<file path="src/inc/spi_pkg.sv">
package spi_pkg;
  localparam int BYTE_W = 8;
  localparam int NUM_CS = 8;
  localparam int CS_W   = 3;
  localparam int ADR_W  = 2;
  typedef logic [BYTE_W-1:0] byte_t;
  typedef logic [CS_W-1:0]   cs_idx_t;
  typedef logic [ADR_W-1:0]  adr_t;
  localparam adr_t ADR_DATA   = 2'h0;
  localparam adr_t ADR_STATUS = 2'h1;
  localparam int ST_TX_FULL = 0;
  localparam int ST_RX_FULL = 1;
  localparam int ST_MODF    = 2;
  localparam int ST_OVERRUN = 3;
  localparam int ST_BUSY    = 4;
  localparam byte_t IDLE_FILL = 8'hff;
  localparam byte_t ZERO_BYTE = 8'h00;
  localparam int SY_CLK  = 0;
  localparam int SY_MOSI = 1;
  localparam int SY_MISO = 2;
  localparam int SY_SCSN = 3;
  localparam int SY_CFG  = 4;
  localparam int SY_W    = 5;
  localparam logic [3:0] LAST_EDGE = 4'hf;
  localparam logic [3:0] LAST_BIT  = 4'h7;
endpackage

</file>
<file path="src/inc/shift_if.sv">
`timescale 1ns/1ps
`default_nettype none
interface shift_if;
  logic            load;
  spi_pkg::byte_t  load_data;
  logic            lsb_first;
  logic            skip_first;
  logic            sample;
  logic            shift;
  logic            in_bit;
  logic            out_bit;
  logic            done;
  spi_pkg::byte_t  rx_data;
  modport ctl (output load, load_data, lsb_first, skip_first, sample, shift, in_bit,
               input out_bit, done, rx_data);
  modport sh  (input load, load_data, lsb_first, skip_first, sample, shift, in_bit,
               output out_bit, done, rx_data);
endinterface
`default_nettype wire

</file>
<file path="src/hw/spi_master_slave_core.sv">
`timescale 1ns/1ps
`default_nettype none
module spi_master_slave_core #(
  parameter int HALF_DIV = 4
) (
  input  wire logic             clock,
  input  wire logic             rst_b,
  input  wire logic             clk_en,
  input  wire logic             master_mode,
  input  wire logic             cpol,
  input  wire logic             cpha,
  input  wire logic             lsb_first,
  input  wire spi_pkg::cs_idx_t cs_sel,
  input  wire logic             irq_enable,
  input  wire logic             wake_enable,
  input  wire logic             standby_req,
  input  wire logic             wb_cyc_i,
  input  wire logic             wb_stb_i,
  input  wire logic             wb_we_i,
  input  wire spi_pkg::adr_t    wb_adr_i,
  input  wire spi_pkg::byte_t   wb_dat_i,
  output var  spi_pkg::byte_t   wb_dat_o,
  output var  logic             wb_ack_o,
  input  wire logic             spi_clk_i,
  output var  logic             spi_clk_o,
  output var  logic             spi_clk_oe,
  input  wire logic             spi_miso_i,
  output var  logic             spi_miso_o,
  output var  logic             spi_miso_oe,
  input  wire logic             spi_mosi_i,
  output var  logic             spi_mosi_o,
  output var  logic             spi_mosi_oe,
  output var  logic [7:0]       spi_csn,
  input  wire logic             spi_scsn,
  input  wire logic             config_logic_select_low,
  output var  logic             spi_irq,
  output var  logic             mode_fault,
  output var  logic             busy,
  output var  logic             cfg_stdby,
  output var  logic             cfg_wake
);
  import spi_pkg::*;

  localparam int DIV_W = (HALF_DIV > 1) ? $clog2(HALF_DIV) : 1;
  localparam logic [DIV_W-1:0] DIV_LAST = DIV_W'(HALF_DIV - 1);

  typedef enum logic [0:0] {M_IDLE, M_RUN} mstate_t;

  function automatic logic [NUM_CS-1:0] cs_onehot(input cs_idx_t idx, input logic act);
    logic [NUM_CS-1:0] v;
    v = '0;
    for (int i = 0; i < NUM_CS; i++) begin
      v[i] = act && (cs_idx_t'(i) == idx);
    end
    return v;
  endfunction

  shift_if sif ();

  logic [SY_W-1:0]   sync1_r;
  logic [SY_W-1:0]   sync2_r;
  logic              sclk_prev_r;
  logic              sel_prev_r;
  mstate_t           state_r;
  logic [DIV_W-1:0]  div_r;
  logic [3:0]        edge_r;
  logic              sclk_r;
  logic              more_r;
  byte_t             tx_buf_r;
  logic              tx_full_r;
  byte_t             rx_buf_r;
  logic              rx_full_r;
  logic              modf_r;
  logic              overrun_r;
  logic              ack_r;
  byte_t             rdata_r;
  logic [NUM_CS-1:0] csn_r;
  logic              wake_r;
  logic              stdby_r;

  logic wb_req;
  logic wr_data;
  logic rd_data;
  logic wr_status;
  logic sclk_s;
  logic sel_s;
  logic toggle;
  logic lead;
  logic trail;
  logic start_m;
  logic start_s;
  logic take_tx;
  logic end_m;
  logic fault_ev;

  // Each pin input passes two flops; only the second stage is read.
  genvar g;
  generate
    for (g = 0; g < SY_W; g++) begin : g_sync
      always_ff @(posedge clock or negedge rst_b) begin
        if (!rst_b) begin
          sync1_r[g] <= 1'b1;
          sync2_r[g] <= 1'b1;
        end else if (clk_en) begin
          sync1_r[g] <= (g == SY_CLK)  ? spi_clk_i :
                        (g == SY_MOSI) ? spi_mosi_i :
                        (g == SY_MISO) ? spi_miso_i :
                        (g == SY_SCSN) ? spi_scsn : config_logic_select_low;
          sync2_r[g] <= sync1_r[g];
        end
      end
    end
  endgenerate

  assign sclk_s = sync2_r[SY_CLK];
  // The core is reached only while the external master holds its select low and leaves the
  // configuration select high, so configuration traffic never disturbs the shifter.
  assign sel_s  = !master_mode && !sync2_r[SY_SCSN] && sync2_r[SY_CFG];

  // Another master pulling our select low while we are master is a bus conflict.
  assign fault_ev = master_mode && !sync2_r[SY_SCSN];

  assign toggle = (state_r == M_RUN) && (div_r == DIV_LAST);
  // Slave edges count only while selected.
  assign lead  = master_mode ? (toggle && (sclk_r == cpol))
                             : (sel_s && (sclk_prev_r == cpol) && (sclk_s != cpol));
  assign trail = master_mode ? (toggle && (sclk_r != cpol))
                             : (sel_s && (sclk_prev_r != cpol) && (sclk_s == cpol));

  assign start_m = master_mode && (state_r == M_IDLE) && tx_full_r && !modf_r && !fault_ev;
  assign start_s = sel_s && !sel_prev_r;
  // A load that picks up the waiting byte empties the holder unless a write refills it in the same cycle, so no byte is ever sent twice.
  assign take_tx = tx_full_r && sif.load;
  assign end_m   = toggle && (edge_r == LAST_EDGE);

  assign sif.load       = start_m || start_s || (sif.done && (master_mode ? tx_full_r : sel_s));
  assign sif.load_data  = tx_full_r ? tx_buf_r : IDLE_FILL;
  assign sif.lsb_first  = lsb_first;
  // A reload at the end of a byte comes before the byte's last launch edge in the first phase,
  // so that edge must not shift the fresh byte; in the second phase the first bit is already out.
  assign sif.skip_first = cpha || sif.done;
  // Phase picks which edge samples and which edge launches.
  assign sif.sample     = cpha ? trail : lead;
  assign sif.shift      = cpha ? lead : trail;
  assign sif.in_bit     = master_mode ? sync2_r[SY_MISO] : sync2_r[SY_MOSI];

  spi_shifter u_shifter (
    .clock  (clock),
    .rst_b  (rst_b),
    .clk_en (clk_en),
    .port   (sif.sh)
  );

  always_ff @(posedge clock or negedge rst_b) begin
    if (!rst_b) begin
      sclk_prev_r <= 1'b0;
      sel_prev_r  <= 1'b0;
    end else if (clk_en) begin
      sclk_prev_r <= sclk_s;
      sel_prev_r  <= sel_s;
    end
  end

  // Master sequencer: sixteen clock edges per byte, back to back while bytes wait.
  always_ff @(posedge clock or negedge rst_b) begin
    if (!rst_b) begin
      state_r <= M_IDLE;
      div_r   <= '0;
      edge_r  <= 4'h0;
      sclk_r  <= 1'b0;
      more_r  <= 1'b0;
    end else if (clk_en) begin
      case (state_r)
        M_IDLE: begin
          sclk_r <= cpol;
          div_r  <= '0;
          edge_r <= 4'h0;
          if (start_m) begin
            state_r <= M_RUN;
            more_r  <= 1'b0;
          end
        end
        M_RUN: begin
          if (fault_ev || !master_mode) begin
            state_r <= M_IDLE;
          end else begin
            div_r <= toggle ? '0 : div_r + DIV_W'(1);
            if (toggle) begin
              sclk_r <= !sclk_r;
              edge_r <= edge_r + 4'h1;
            end
            if (sif.done) begin
              more_r <= tx_full_r;
            end
            if (end_m) begin
              more_r <= 1'b0;
              if (!more_r && !(sif.done && tx_full_r)) begin
                state_r <= M_IDLE;
              end
            end
          end
        end
        default: state_r <= M_IDLE;
      endcase
    end
  end

  assign wb_req    = wb_cyc_i && wb_stb_i && !ack_r;
  assign wr_data   = wb_req && wb_we_i && (wb_adr_i == ADR_DATA);
  assign rd_data   = wb_req && !wb_we_i && (wb_adr_i == ADR_DATA);
  assign wr_status = wb_req && wb_we_i && (wb_adr_i == ADR_STATUS);

  // A write into a full transmit holder replaces the waiting byte.
  always_ff @(posedge clock or negedge rst_b) begin
    if (!rst_b) begin
      tx_buf_r  <= ZERO_BYTE;
      tx_full_r <= 1'b0;
    end else if (clk_en) begin
      if (wr_data) begin
        tx_buf_r  <= wb_dat_i;
        tx_full_r <= 1'b1;
      end else if (take_tx) begin
        tx_full_r <= 1'b0;
      end
    end
  end

  // A finished byte sets the full flag even when a read clears it in the same cycle.
  always_ff @(posedge clock or negedge rst_b) begin
    if (!rst_b) begin
      rx_buf_r  <= ZERO_BYTE;
      rx_full_r <= 1'b0;
      overrun_r <= 1'b0;
    end else if (clk_en) begin
      if (sif.done) begin
        rx_buf_r  <= sif.rx_data;
        rx_full_r <= 1'b1;
      end else if (rd_data) begin
        rx_full_r <= 1'b0;
      end
      if (sif.done && rx_full_r && !rd_data) begin
        overrun_r <= 1'b1;
      end else if (wr_status && wb_dat_i[ST_OVERRUN]) begin
        overrun_r <= 1'b0;
      end
    end
  end

  always_ff @(posedge clock or negedge rst_b) begin
    if (!rst_b) begin
      modf_r <= 1'b0;
    end else if (clk_en) begin
      if (fault_ev) begin
        modf_r <= 1'b1;
      end else if (wr_status && wb_dat_i[ST_MODF]) begin
        modf_r <= 1'b0;
      end
    end
  end

  always_ff @(posedge clock or negedge rst_b) begin
    if (!rst_b) begin
      ack_r   <= 1'b0;
      rdata_r <= ZERO_BYTE;
    end else if (clk_en) begin
      ack_r   <= wb_req;
      rdata_r <= ZERO_BYTE;
      if (wb_req && !wb_we_i) begin
        if (wb_adr_i == ADR_DATA) begin
          rdata_r <= rx_buf_r;
        end else if (wb_adr_i == ADR_STATUS) begin
          rdata_r[ST_TX_FULL] <= tx_full_r;
          rdata_r[ST_RX_FULL] <= rx_full_r;
          rdata_r[ST_MODF]    <= modf_r;
          rdata_r[ST_OVERRUN] <= overrun_r;
          rdata_r[ST_BUSY]    <= (state_r == M_RUN) || sel_s;
        end
      end
    end
  end

  always_ff @(posedge clock or negedge rst_b) begin
    if (!rst_b) begin
      csn_r   <= '1;
      wake_r  <= 1'b0;
      stdby_r <= 1'b0;
    end else if (clk_en) begin
      csn_r   <= ~cs_onehot(cs_sel, master_mode && (state_r == M_RUN || start_m));
      wake_r  <= wake_enable && sel_s;
      stdby_r <= wake_enable && standby_req;
    end
  end

  assign wb_dat_o    = rdata_r;
  assign wb_ack_o    = ack_r;
  assign spi_clk_o   = sclk_r;
  assign spi_clk_oe  = master_mode;
  assign spi_mosi_o  = sif.out_bit;
  assign spi_mosi_oe = master_mode;
  assign spi_miso_o  = sif.out_bit;
  assign spi_miso_oe = sel_s;
  assign spi_csn     = csn_r;
  assign spi_irq     = modf_r && irq_enable;
  assign mode_fault  = modf_r;
  assign busy        = (state_r == M_RUN) || sel_s;
  assign cfg_wake    = wake_r;
  assign cfg_stdby   = stdby_r;
endmodule
`default_nettype wire

</file>
<file path="src/hw/spi_shifter.sv">
`timescale 1ns/1ps
`default_nettype none
module spi_shifter (
  input  wire logic clock,
  input  wire logic rst_b,
  input  wire logic clk_en,
  shift_if.sh       port
);
  import spi_pkg::*;

  byte_t      sreg_r;
  byte_t      rx_r;
  logic [3:0] cnt_r;
  logic       skip_r;
  logic       done_r;

  // With the second phase the first bit is already on the line at load, so the first launch edge must not shift.
  always_ff @(posedge clock or negedge rst_b) begin
    if (!rst_b) begin
      sreg_r <= IDLE_FILL;
      skip_r <= 1'b0;
    end else if (clk_en) begin
      if (port.load) begin
        sreg_r <= port.load_data;
        skip_r <= port.skip_first;
      end else if (port.shift) begin
        if (skip_r) begin
          skip_r <= 1'b0;
        end else if (port.lsb_first) begin
          sreg_r <= {1'b1, sreg_r[BYTE_W-1:1]};
        end else begin
          sreg_r <= {sreg_r[BYTE_W-2:0], 1'b1};
        end
      end
    end
  end

  always_ff @(posedge clock or negedge rst_b) begin
    if (!rst_b) begin
      rx_r   <= ZERO_BYTE;
      cnt_r  <= 4'h0;
      done_r <= 1'b0;
    end else if (clk_en) begin
      done_r <= 1'b0;
      if (port.load) begin
        cnt_r <= 4'h0;
      end else if (port.sample) begin
        // Received bits land in the same order that they are sent.
        rx_r   <= port.lsb_first ? {port.in_bit, rx_r[BYTE_W-1:1]} : {rx_r[BYTE_W-2:0], port.in_bit};
        cnt_r  <= (cnt_r == LAST_BIT) ? 4'h0 : cnt_r + 4'h1;
        done_r <= (cnt_r == LAST_BIT);
      end
    end
  end

  assign port.out_bit = port.lsb_first ? sreg_r[0] : sreg_r[BYTE_W-1];
  assign port.done    = done_r;
  assign port.rx_data = rx_r;
endmodule
`default_nettype wire

</file>
<file path="config.mk">
export PLATFORM = sky130hd
export DESIGN_NAME = spi_master_slave_core
export DESIGN_NICKNAME = d
export VERILOG_FILES = /design/src/inc/spi_pkg.sv /design/src/inc/shift_if.sv /design/src/hw/spi_master_slave_core.sv /design/src/hw/spi_shifter.sv
export SDC_FILE = /design/constraint.sdc
export NUM_CORES = 1
export LEC_CHECK = 0
export BUFFER_PORTS_ARGS = -buffer_cell sky130_fd_sc_hd__buf_2
export CAP_MARGIN = 30
export CORE_UTILIZATION = 57
export CTS_CLUSTER_SIZE = 40
export DETAILED_ROUTE_END_ITERATION = 7
export GPL_TIMING_DRIVEN = 0
export HOLD_SLACK_MARGIN = 0.15
export MAX_ROUTING_LAYER = met4
export PLACE_DENSITY = 0.8
export SYNTH_ARGS = -nofsm -noshare
export SYNTH_HDL_FRONTEND = slang
export SYNTH_SLANG_ARGS = --single-unit
export TNS_END_PERCENT = 1
</file>
<file path="constraint.sdc">
create_clock -name clock -period 5.2 [get_ports clock]
set_input_delay 1.04 -clock clock [delete_from_list [all_inputs] [get_ports clock]]
set_output_delay 1.04 -clock clock [all_outputs]
set_load 0.01 [all_outputs]
</file>
==> impl_results.md, run 1 <==
* Worst reg2reg startpoint: div_r[0]
* Die area at 7251 µm²
* Setup crit start kind: input port
* Top Ports at 59
* Crit. End Element: output port
* Mapped cell area at 3941 µm²
* Crit path max fanout at 10
* Register area share after synthesis at 0.5289
* Complex-gate fraction of the synthesized area at 0.1578
* Commonest cells post-synth: dfrtp_1, nand2_1, inv_1
* Power Dens Cells at 358.9 nW/µm²
* Max Cap Violations at 0
* Post-Synthesis Cells at 351
* Clock transition at path regs at 80 ps
* Hold Startpoint: overrun_r
* DRC Markers at 0
* Core area at 6495 µm²
* Yosys top cell area share at 0.3556
* Actual slew at the worst max-slew pin at 871.0 ps
* # clock sinks at 82
* Share of cells above drive strength 1 at 0.3452
* Post-CTS Resized at 0
* PortBufs at 55
* Antenna Cells at 0
* Xor and xnor area share after synthesis at 0.002222
* Antenna-violating nets left at 0
* #FFs+latches synth at 82
* Total negative slack at 0 ps
* Synthesis Warnings at 0
* Reg2reg end: u_shifter.port.rx_data[4]
* Status: finished, final reports clean
* Largest family of logic cells by synthesized area: compound AO/OA/AOI/OAI gates
* Number of global-route vias before repair at 2873
* H-tree depth at 3
* Cells after DPL at 484
* WL met3 at 365 µm
* Hold Fails Final Rpt at 0
* WL met2 at 3.883 mm
* R2r worst-path depth at 7
* Via density at 5.924
* Wire length on met1 at 4.012 mm
* Worst skew pair latency at 360 ps
* Synth unique cells at 58
* Critical Path RT at 4160 ps
* Max-slew violations at 0
* Worst Skew at 17.60 ps
* First-pass GRT wire length at 14.10 mm
* P&R area growth vs syn at 14.92%
* Worst EP arrival at 1970 ps
* Initial Util at 0.6068
* Period Utilization, post-route at 0.5797
* Largest net degree at the start of global routing at 49
* Grt ovf at 0
* CTS buffer count at 9
* All-layer global routing usage at 0.2628
* Fin nets at 452
* Hold Crit Class: reg2reg
* Vias at 2962
* Root buf cell: clkbuf_8
* Cell taking the most area after synthesis: dfrtp_1
* Reg2reg setup slack at 3060 ps
* Min Tclk post-route at 3014 ps
* Fillers at 488
* Async S/R FF share, synth at 1.000
* Mux cell area share after synthesis at 0.1302
* Adder and majority gate portion of the synthesized area at 0.009524
* Placer Congestion at 0.8831
* Top FF cell, synth: dfrtp_1
* Maximum clock rate at 331.8 MHz
* Longest Clk Path Bufs at 2
* Die width at 85.16 µm
* Worst Hold Depth at 2
* Initial antenna violation count at 0
* Maximum vdd ir drop at 0.2310 mV
* TritonCTS clock tree: built
* Hold_buf cts at 0
* Min-Delay Endpoint: overrun_r
* Simple-gate share of the synthesized area at 0.1206
* Mapped Avg Cell Area at 11.23 µm²
* Chip Height at 85.16 µm
* Synth top area cells: dfrtp_1, dfstp_2, mux2_2
* Leakage Power at 2.163 nW
* Kind of critical path: in2out
* RSZ-0062 raised after global routing: no
* EDFF count, synth at 0
* Post-CTS Setup Inserts at 0
* Total routed wirelength at 8.462 mm
* Post-Syn Nets at 385
* DR top layer: met4
* DRT Pass-1 Iters at 5
* Post-DR wirelength/cell at 16.92 µm
* Headroom to the max-slew limit at 0.4145
* Number of core rows at 29
* HPWL after DPL at 5.997 mm
* Cell with the most instances after synthesis: dfrtp_1
* Final Non-Filler Cells at 500
* Starting DRT DRC Count at 302
* Setup violators final at 0
-- power by group --
| part | internal (W) | switching (W) |
|---|---|---|
| combinational | 0.000164 | 0.000161 |
| clock | 0.000204 | 0.000237 |
| sequential | 0.000768 | 0.0000911 |
-- worst max-delay path by stage --
stage / from / endpoint / slack [ps] / cells after the start
3_5_place_dp: master_mode / busy / 2190 / 5
3_3_place_gp: master_mode / busy / 2200 / 5
6_report: master_mode / busy / 2190 / 5
4_1_cts: master_mode / busy / 2190 / 5
5_1_grt: lsb_first / spi_mosi_o / 2110 / 4
2_1_floorplan: lsb_first / spi_mosi_o / 2350 / 3
-- cell type report --
cell class,instances,area [µm²],area share
sequential,82,2085,0.4602
multi-input combinational,223,1657,0.3657
timing repair buffer,56,305.3,0.06740
clock buffer,11,152.6,0.03370
inverter,30,112.6,0.02486
tap,77,96.34,0.02127
buffer,16,87.58,0.01934
clock inverter,5,33.78,0.007459
-- stage by stage --
step	instance area [µm²]	hold WS [ps]	worst slack, ps	total power, W	util
3_3_place_gp	4313	460.8	2200	0.001167	0.6640
3_5_place_dp	4343	454.2	2193	0.001190	0.6687
6_report	4529	472.6	2186	0.001626	0.6974
5_1_grt	4529	500.9	2113	0.001707	0.6974
2_1_floorplan	3941	437.1	2347	0.001077	-
4_1_cts	4529	472.7	2189	0.001630	0.6974
-- logic make-up (layout without fill, tap and decap cells) --
family / Yosys count / in the layout
compound gates: 82 / 82
xor+xnor: 1 / 1
fa+ha+maj: 3 / 3
buf+inv: 46 / 118
flops: 82 / 82
mux: 45 / 45
simple gates: 92 / 92
-- cell usage in the layout (no fill, tap or decap), types with 5 or more instances in the layout --
master	count
dfrtp_1	56
buf_2	55
mux2_2	24
nand2b_1	5
nor2_1	10
clkbuf_1	9
mux2_4	6
clkbuf_8	9
nand2_1	41
inv_1	29
a21oi_1	6
a222oi_1	8
o21ai_0	23
o2bb2ai_1	11
nand3_1	9
mux2i_1	13
dfstp_2	26
-- flip-flops by register name (all words and copies together), names as in the netlist, 2 cells and up --
signal,cells
u_shifter.cnt_r,4
u_shifter.sreg_r,8
sync2_r,4
spi_csn,8
sync1_r,5
tx_buf_r,8
edge_r,4
wb_dat_o,8
u_shifter.port.rx_data,8
rx_buf_r,8
div_r,2
-- worst max-delay path, cell delays in order --
cell	delay, ps
buf_2	130
buf_6	140
nor3b_4	320
or2_2	200
buf_2	130
-- layer usage --
layer | up-vias | GRT usage
met5 | - | -
met4 | 0 | 0.1217
met3 | 18 | 0.04377
met2 | 90 | 0.3827
met1 | 1455 | 0.3633
li1 | 1399 | -
No activity file was read; power rests on OpenSTA's default activity.
==> run 2, diff against run 1 <==
Settings changed: CORE_UTILIZATION 57 to 51, PLACE_DENSITY 0.8 to 0.75.
Clock period 5.2 ns to 2.75 ns, I/O delays scaled along.
==> run 2 against run 1 <==
- sequential power is 89% higher
- via count is 0.24% higher
- worst setup slack worse by 1600 ps
- critical path depth is 2 lower
- first-iteration DRC count is 32% lower
- die area is 11% higher
- utilization is 7.5 points lower
- largest power group unchanged
- clock power is 100% higher
- register-to-register slack worse by 2500 ps
- critical endpoint unchanged
- design area is 1.2% higher
- global-route usage is 3.7 points lower
- sequential cell count stayed put
==> impl_results.md, run 2 (same netlist as run 1, synthesis figures left out) <==
* Status: finished, final reports clean
* Worst setup endpoint: busy
* Die width at 89.91 µm (+5.6%)
* Top Ports at 59 (unchanged)
* Sequential fraction of design power at 0.519 (-0.010)
* Total negative slack at 0 ps (unchanged)
* Setup violators final at 0 (unchanged)
* Slowest-stage cell, CP: dfrtp_1
* Kind of critical path: reg2out
* Reg2reg setup slack at 610 ps (-2450 ps)
* # clock sinks at 82 (unchanged)
* Worst skew pair latency at 350 ps (about the same)
* Share of cells above drive strength 1 at 0.3443 (-0.0008140)
* Crit. End Element: output port
* Clock transition at path regs at 80 ps (about the same)
* Longest Clk Path Bufs at 2 (unchanged)
* PortBufs at 55 (unchanged)
* Maximum vdd ir drop at 0.3460 mV (+50%)
* Pre-CTS WS at 343.5 ps (-1849 ps)
* Most frequent cells in the layout: dfrtp_1, buf_2, nand2_1
* Crit path from: state_r
* Commonest non-fill, non-tap cell in the layout: dfrtp_1
* Critical Path RT at 2200 ps (-1960 ps)
* Total routed wirelength at 8.416 mm (-0.54%)
* Antenna-violating nets left at 0 (unchanged)
* Chip Height at 89.91 µm (+5.6%)
* Worst EP arrival at 1620 ps (-350 ps)
* Psw at 0.0008967 W (+83%)
* Grt ovf at 0 (unchanged)
* Fillers at 596 (+22%)
* Min Tclk post-route at 2170 ps
* Leakage Power at 2.166 nW (+0.17%)
* Actual slew at the worst max-slew pin at 870.2 ps (-0.7637 ps)
* Crit path max fanout at 10 (unchanged)
* Post-DR wirelength/cell at 16.09 µm (-4.9%)
* Core area at 7370 µm² (+13%)
* Post-CTS Setup Inserts at 0 (unchanged)
* Reg2reg end: tx_buf_r[0]
* Number of global-route vias before repair at 2901 (+0.97%)
* Hold WS at 396.5 ps (-76.07 ps)
* Max-slew violations at 0 (unchanged)
* Part of the power in the clock network at 0.285 (+0.014)
* First-pass GRT wire length at 14.06 mm (-0.29%)
* R2r worst-path depth at 4 (-3)
* All-layer global routing usage at 0.2260 (-0.03679)
* HPWL after DPL at 6.085 mm (+1.5%)
* RSZ-0062 raised after global routing: no
* Post-CTS Resized at 0 (unchanged)
* CP Cell Sequence: clkbuf_1, or2_2, buf_2
* Setup crit start kind: flip-flop
* Worst reg2reg startpoint: wb_ack_o
* DRT Pass-1 Iters at 5 (unchanged)
* DRC Markers at 0 (unchanged)
* Headroom to the max-slew limit at 0.4150 (+0.0005140)
* Via density at 5.677 (-4.2%)
* Final worst slack at 579.9 ps (-1606 ps)
* Worst Skew at 11.52 ps (-6.077 ps)
* Final core area utilization at 0.6222 (-0.07512)
* Sw frac at 0.2866 (-0.01423)
* CTS buffer count at 9 (unchanged)
* Hold Fails Final Rpt at 0 (unchanged)
* Logic gate share of total power at 0.196 (-0.004)
* Largest net degree at the start of global routing at 54 (+10%)
* Antenna Cells at 0 (unchanged)
* Period Utilization, post-route at 0.7891
* TritonCTS clock tree: built
* P&R area growth vs syn at 16.35%
* Maximum clock rate at 460.8 MHz
* Internal power at 0.002232 W (+96%)
* Max Cap Violations at 0 (unchanged)
* Fin nets at 453 (+0.22%)
* Die area at 8084 µm² (+11%)
* Vias at 2969 (+0.24%)
* Slowest stage delay, CP at 470 ps (+150 ps)
* Initial Util at 0.5348 (-0.07201)
* H-tree depth at 3 (unchanged)
* Hold Crit Class: in2reg
* Hold_buf cts at 1 (+1)
* Initial antenna violation count at 0 (unchanged)
* Number of core rows at 31 (+6.9%)
* Power Dens Cells at 682.4 nW/µm² (+90%)
* Placer Congestion at 0.8259 (-6.5%)
* Root buf cell: clkbuf_8
* Starting DRT DRC Count at 205 (-32%)
## run 2: changes by cell type in the layout (fill, tap and decap cells not counted)
cell,change
dlygate4sd3_1,+1
bufinv_16,+1
clkbuf_16,-1
clkinv_4,-1
clkinvlp_4,+2
inv_4,-1
inv_6,-1
clkinv_2,-1
clkbuf_8,+2
## run 2: how the worst min path moves through the flow
| stage | from | endpoint | slack (ps) | cells past startpoint |
|---|---|---|---|---|
| floorplan | rst_b | cfg_stdby | 250 | 0 |
| global placement | overrun_r | overrun_r | 460 | 2 |
| detailed placement | overrun_r | overrun_r | 470 | 2 |
| CTS | wb_dat_i[7] | tx_buf_r[7] | 390 | 3 |
| global route | wb_dat_i[5] | tx_buf_r[5] | 410 | 3 |
| finish | wb_dat_i[7] | tx_buf_r[7] | 400 | 3 |
## run 2: cell type report
type / count / area (µm²) / area share
timing repair buffer: 57 / 315.3 / 0.06876
multi-input combinational: 223 / 1657 / 0.3613
buffer: 16 / 87.58 / 0.01910
inverter: 30 / 112.6 / 0.02456
clock buffer: 12 / 155.1 / 0.03383
tap: 99 / 123.9 / 0.02701
clock inverter: 4 / 50.05 / 0.01091
sequential: 82 / 2085 / 0.4546
## run 2: critical path: cells and delay by family, from the launching register on
family                 cells  cell delay [ps]
flip-flops                 1              470
buffers and inverters      2              420
AND/OR/NAND/NOR            1              390
## run 2: metrics by stage
step | power [W] | cells | cell area [µm²]
after detailed placement | 0.002253 | 506 | 4370
final | 0.003129 | 523 | 4586
after global placement | 0.002215 | 505 | 4340
after CTS | 0.003140 | 523 | 4586
after global routing | 0.003298 | 523 | 4586
after floorplan | 0.002037 | 351 | 3941
## run 2: power groups by stage
stage          Clock (W)  Sequential (W)  Combinational [W]
6_report        0.000892         0.00162           0.000614
5_1_grt         0.000955         0.00165           0.000690
4_1_cts         0.000903         0.00162           0.000616
3_5_place_dp           0         0.00164           0.000612
3_3_place_gp           0         0.00163           0.000581
2_1_floorplan          0         0.00159           0.000446
## run 2: per-layer routing
layer / part of all wire / GRT usage
met5: 0 / -
met2: 0.50 / 0.3622
met4: 0.013 / 0.07527
met1: 0.45 / 0.2979
met3: 0.044 / 0.03299
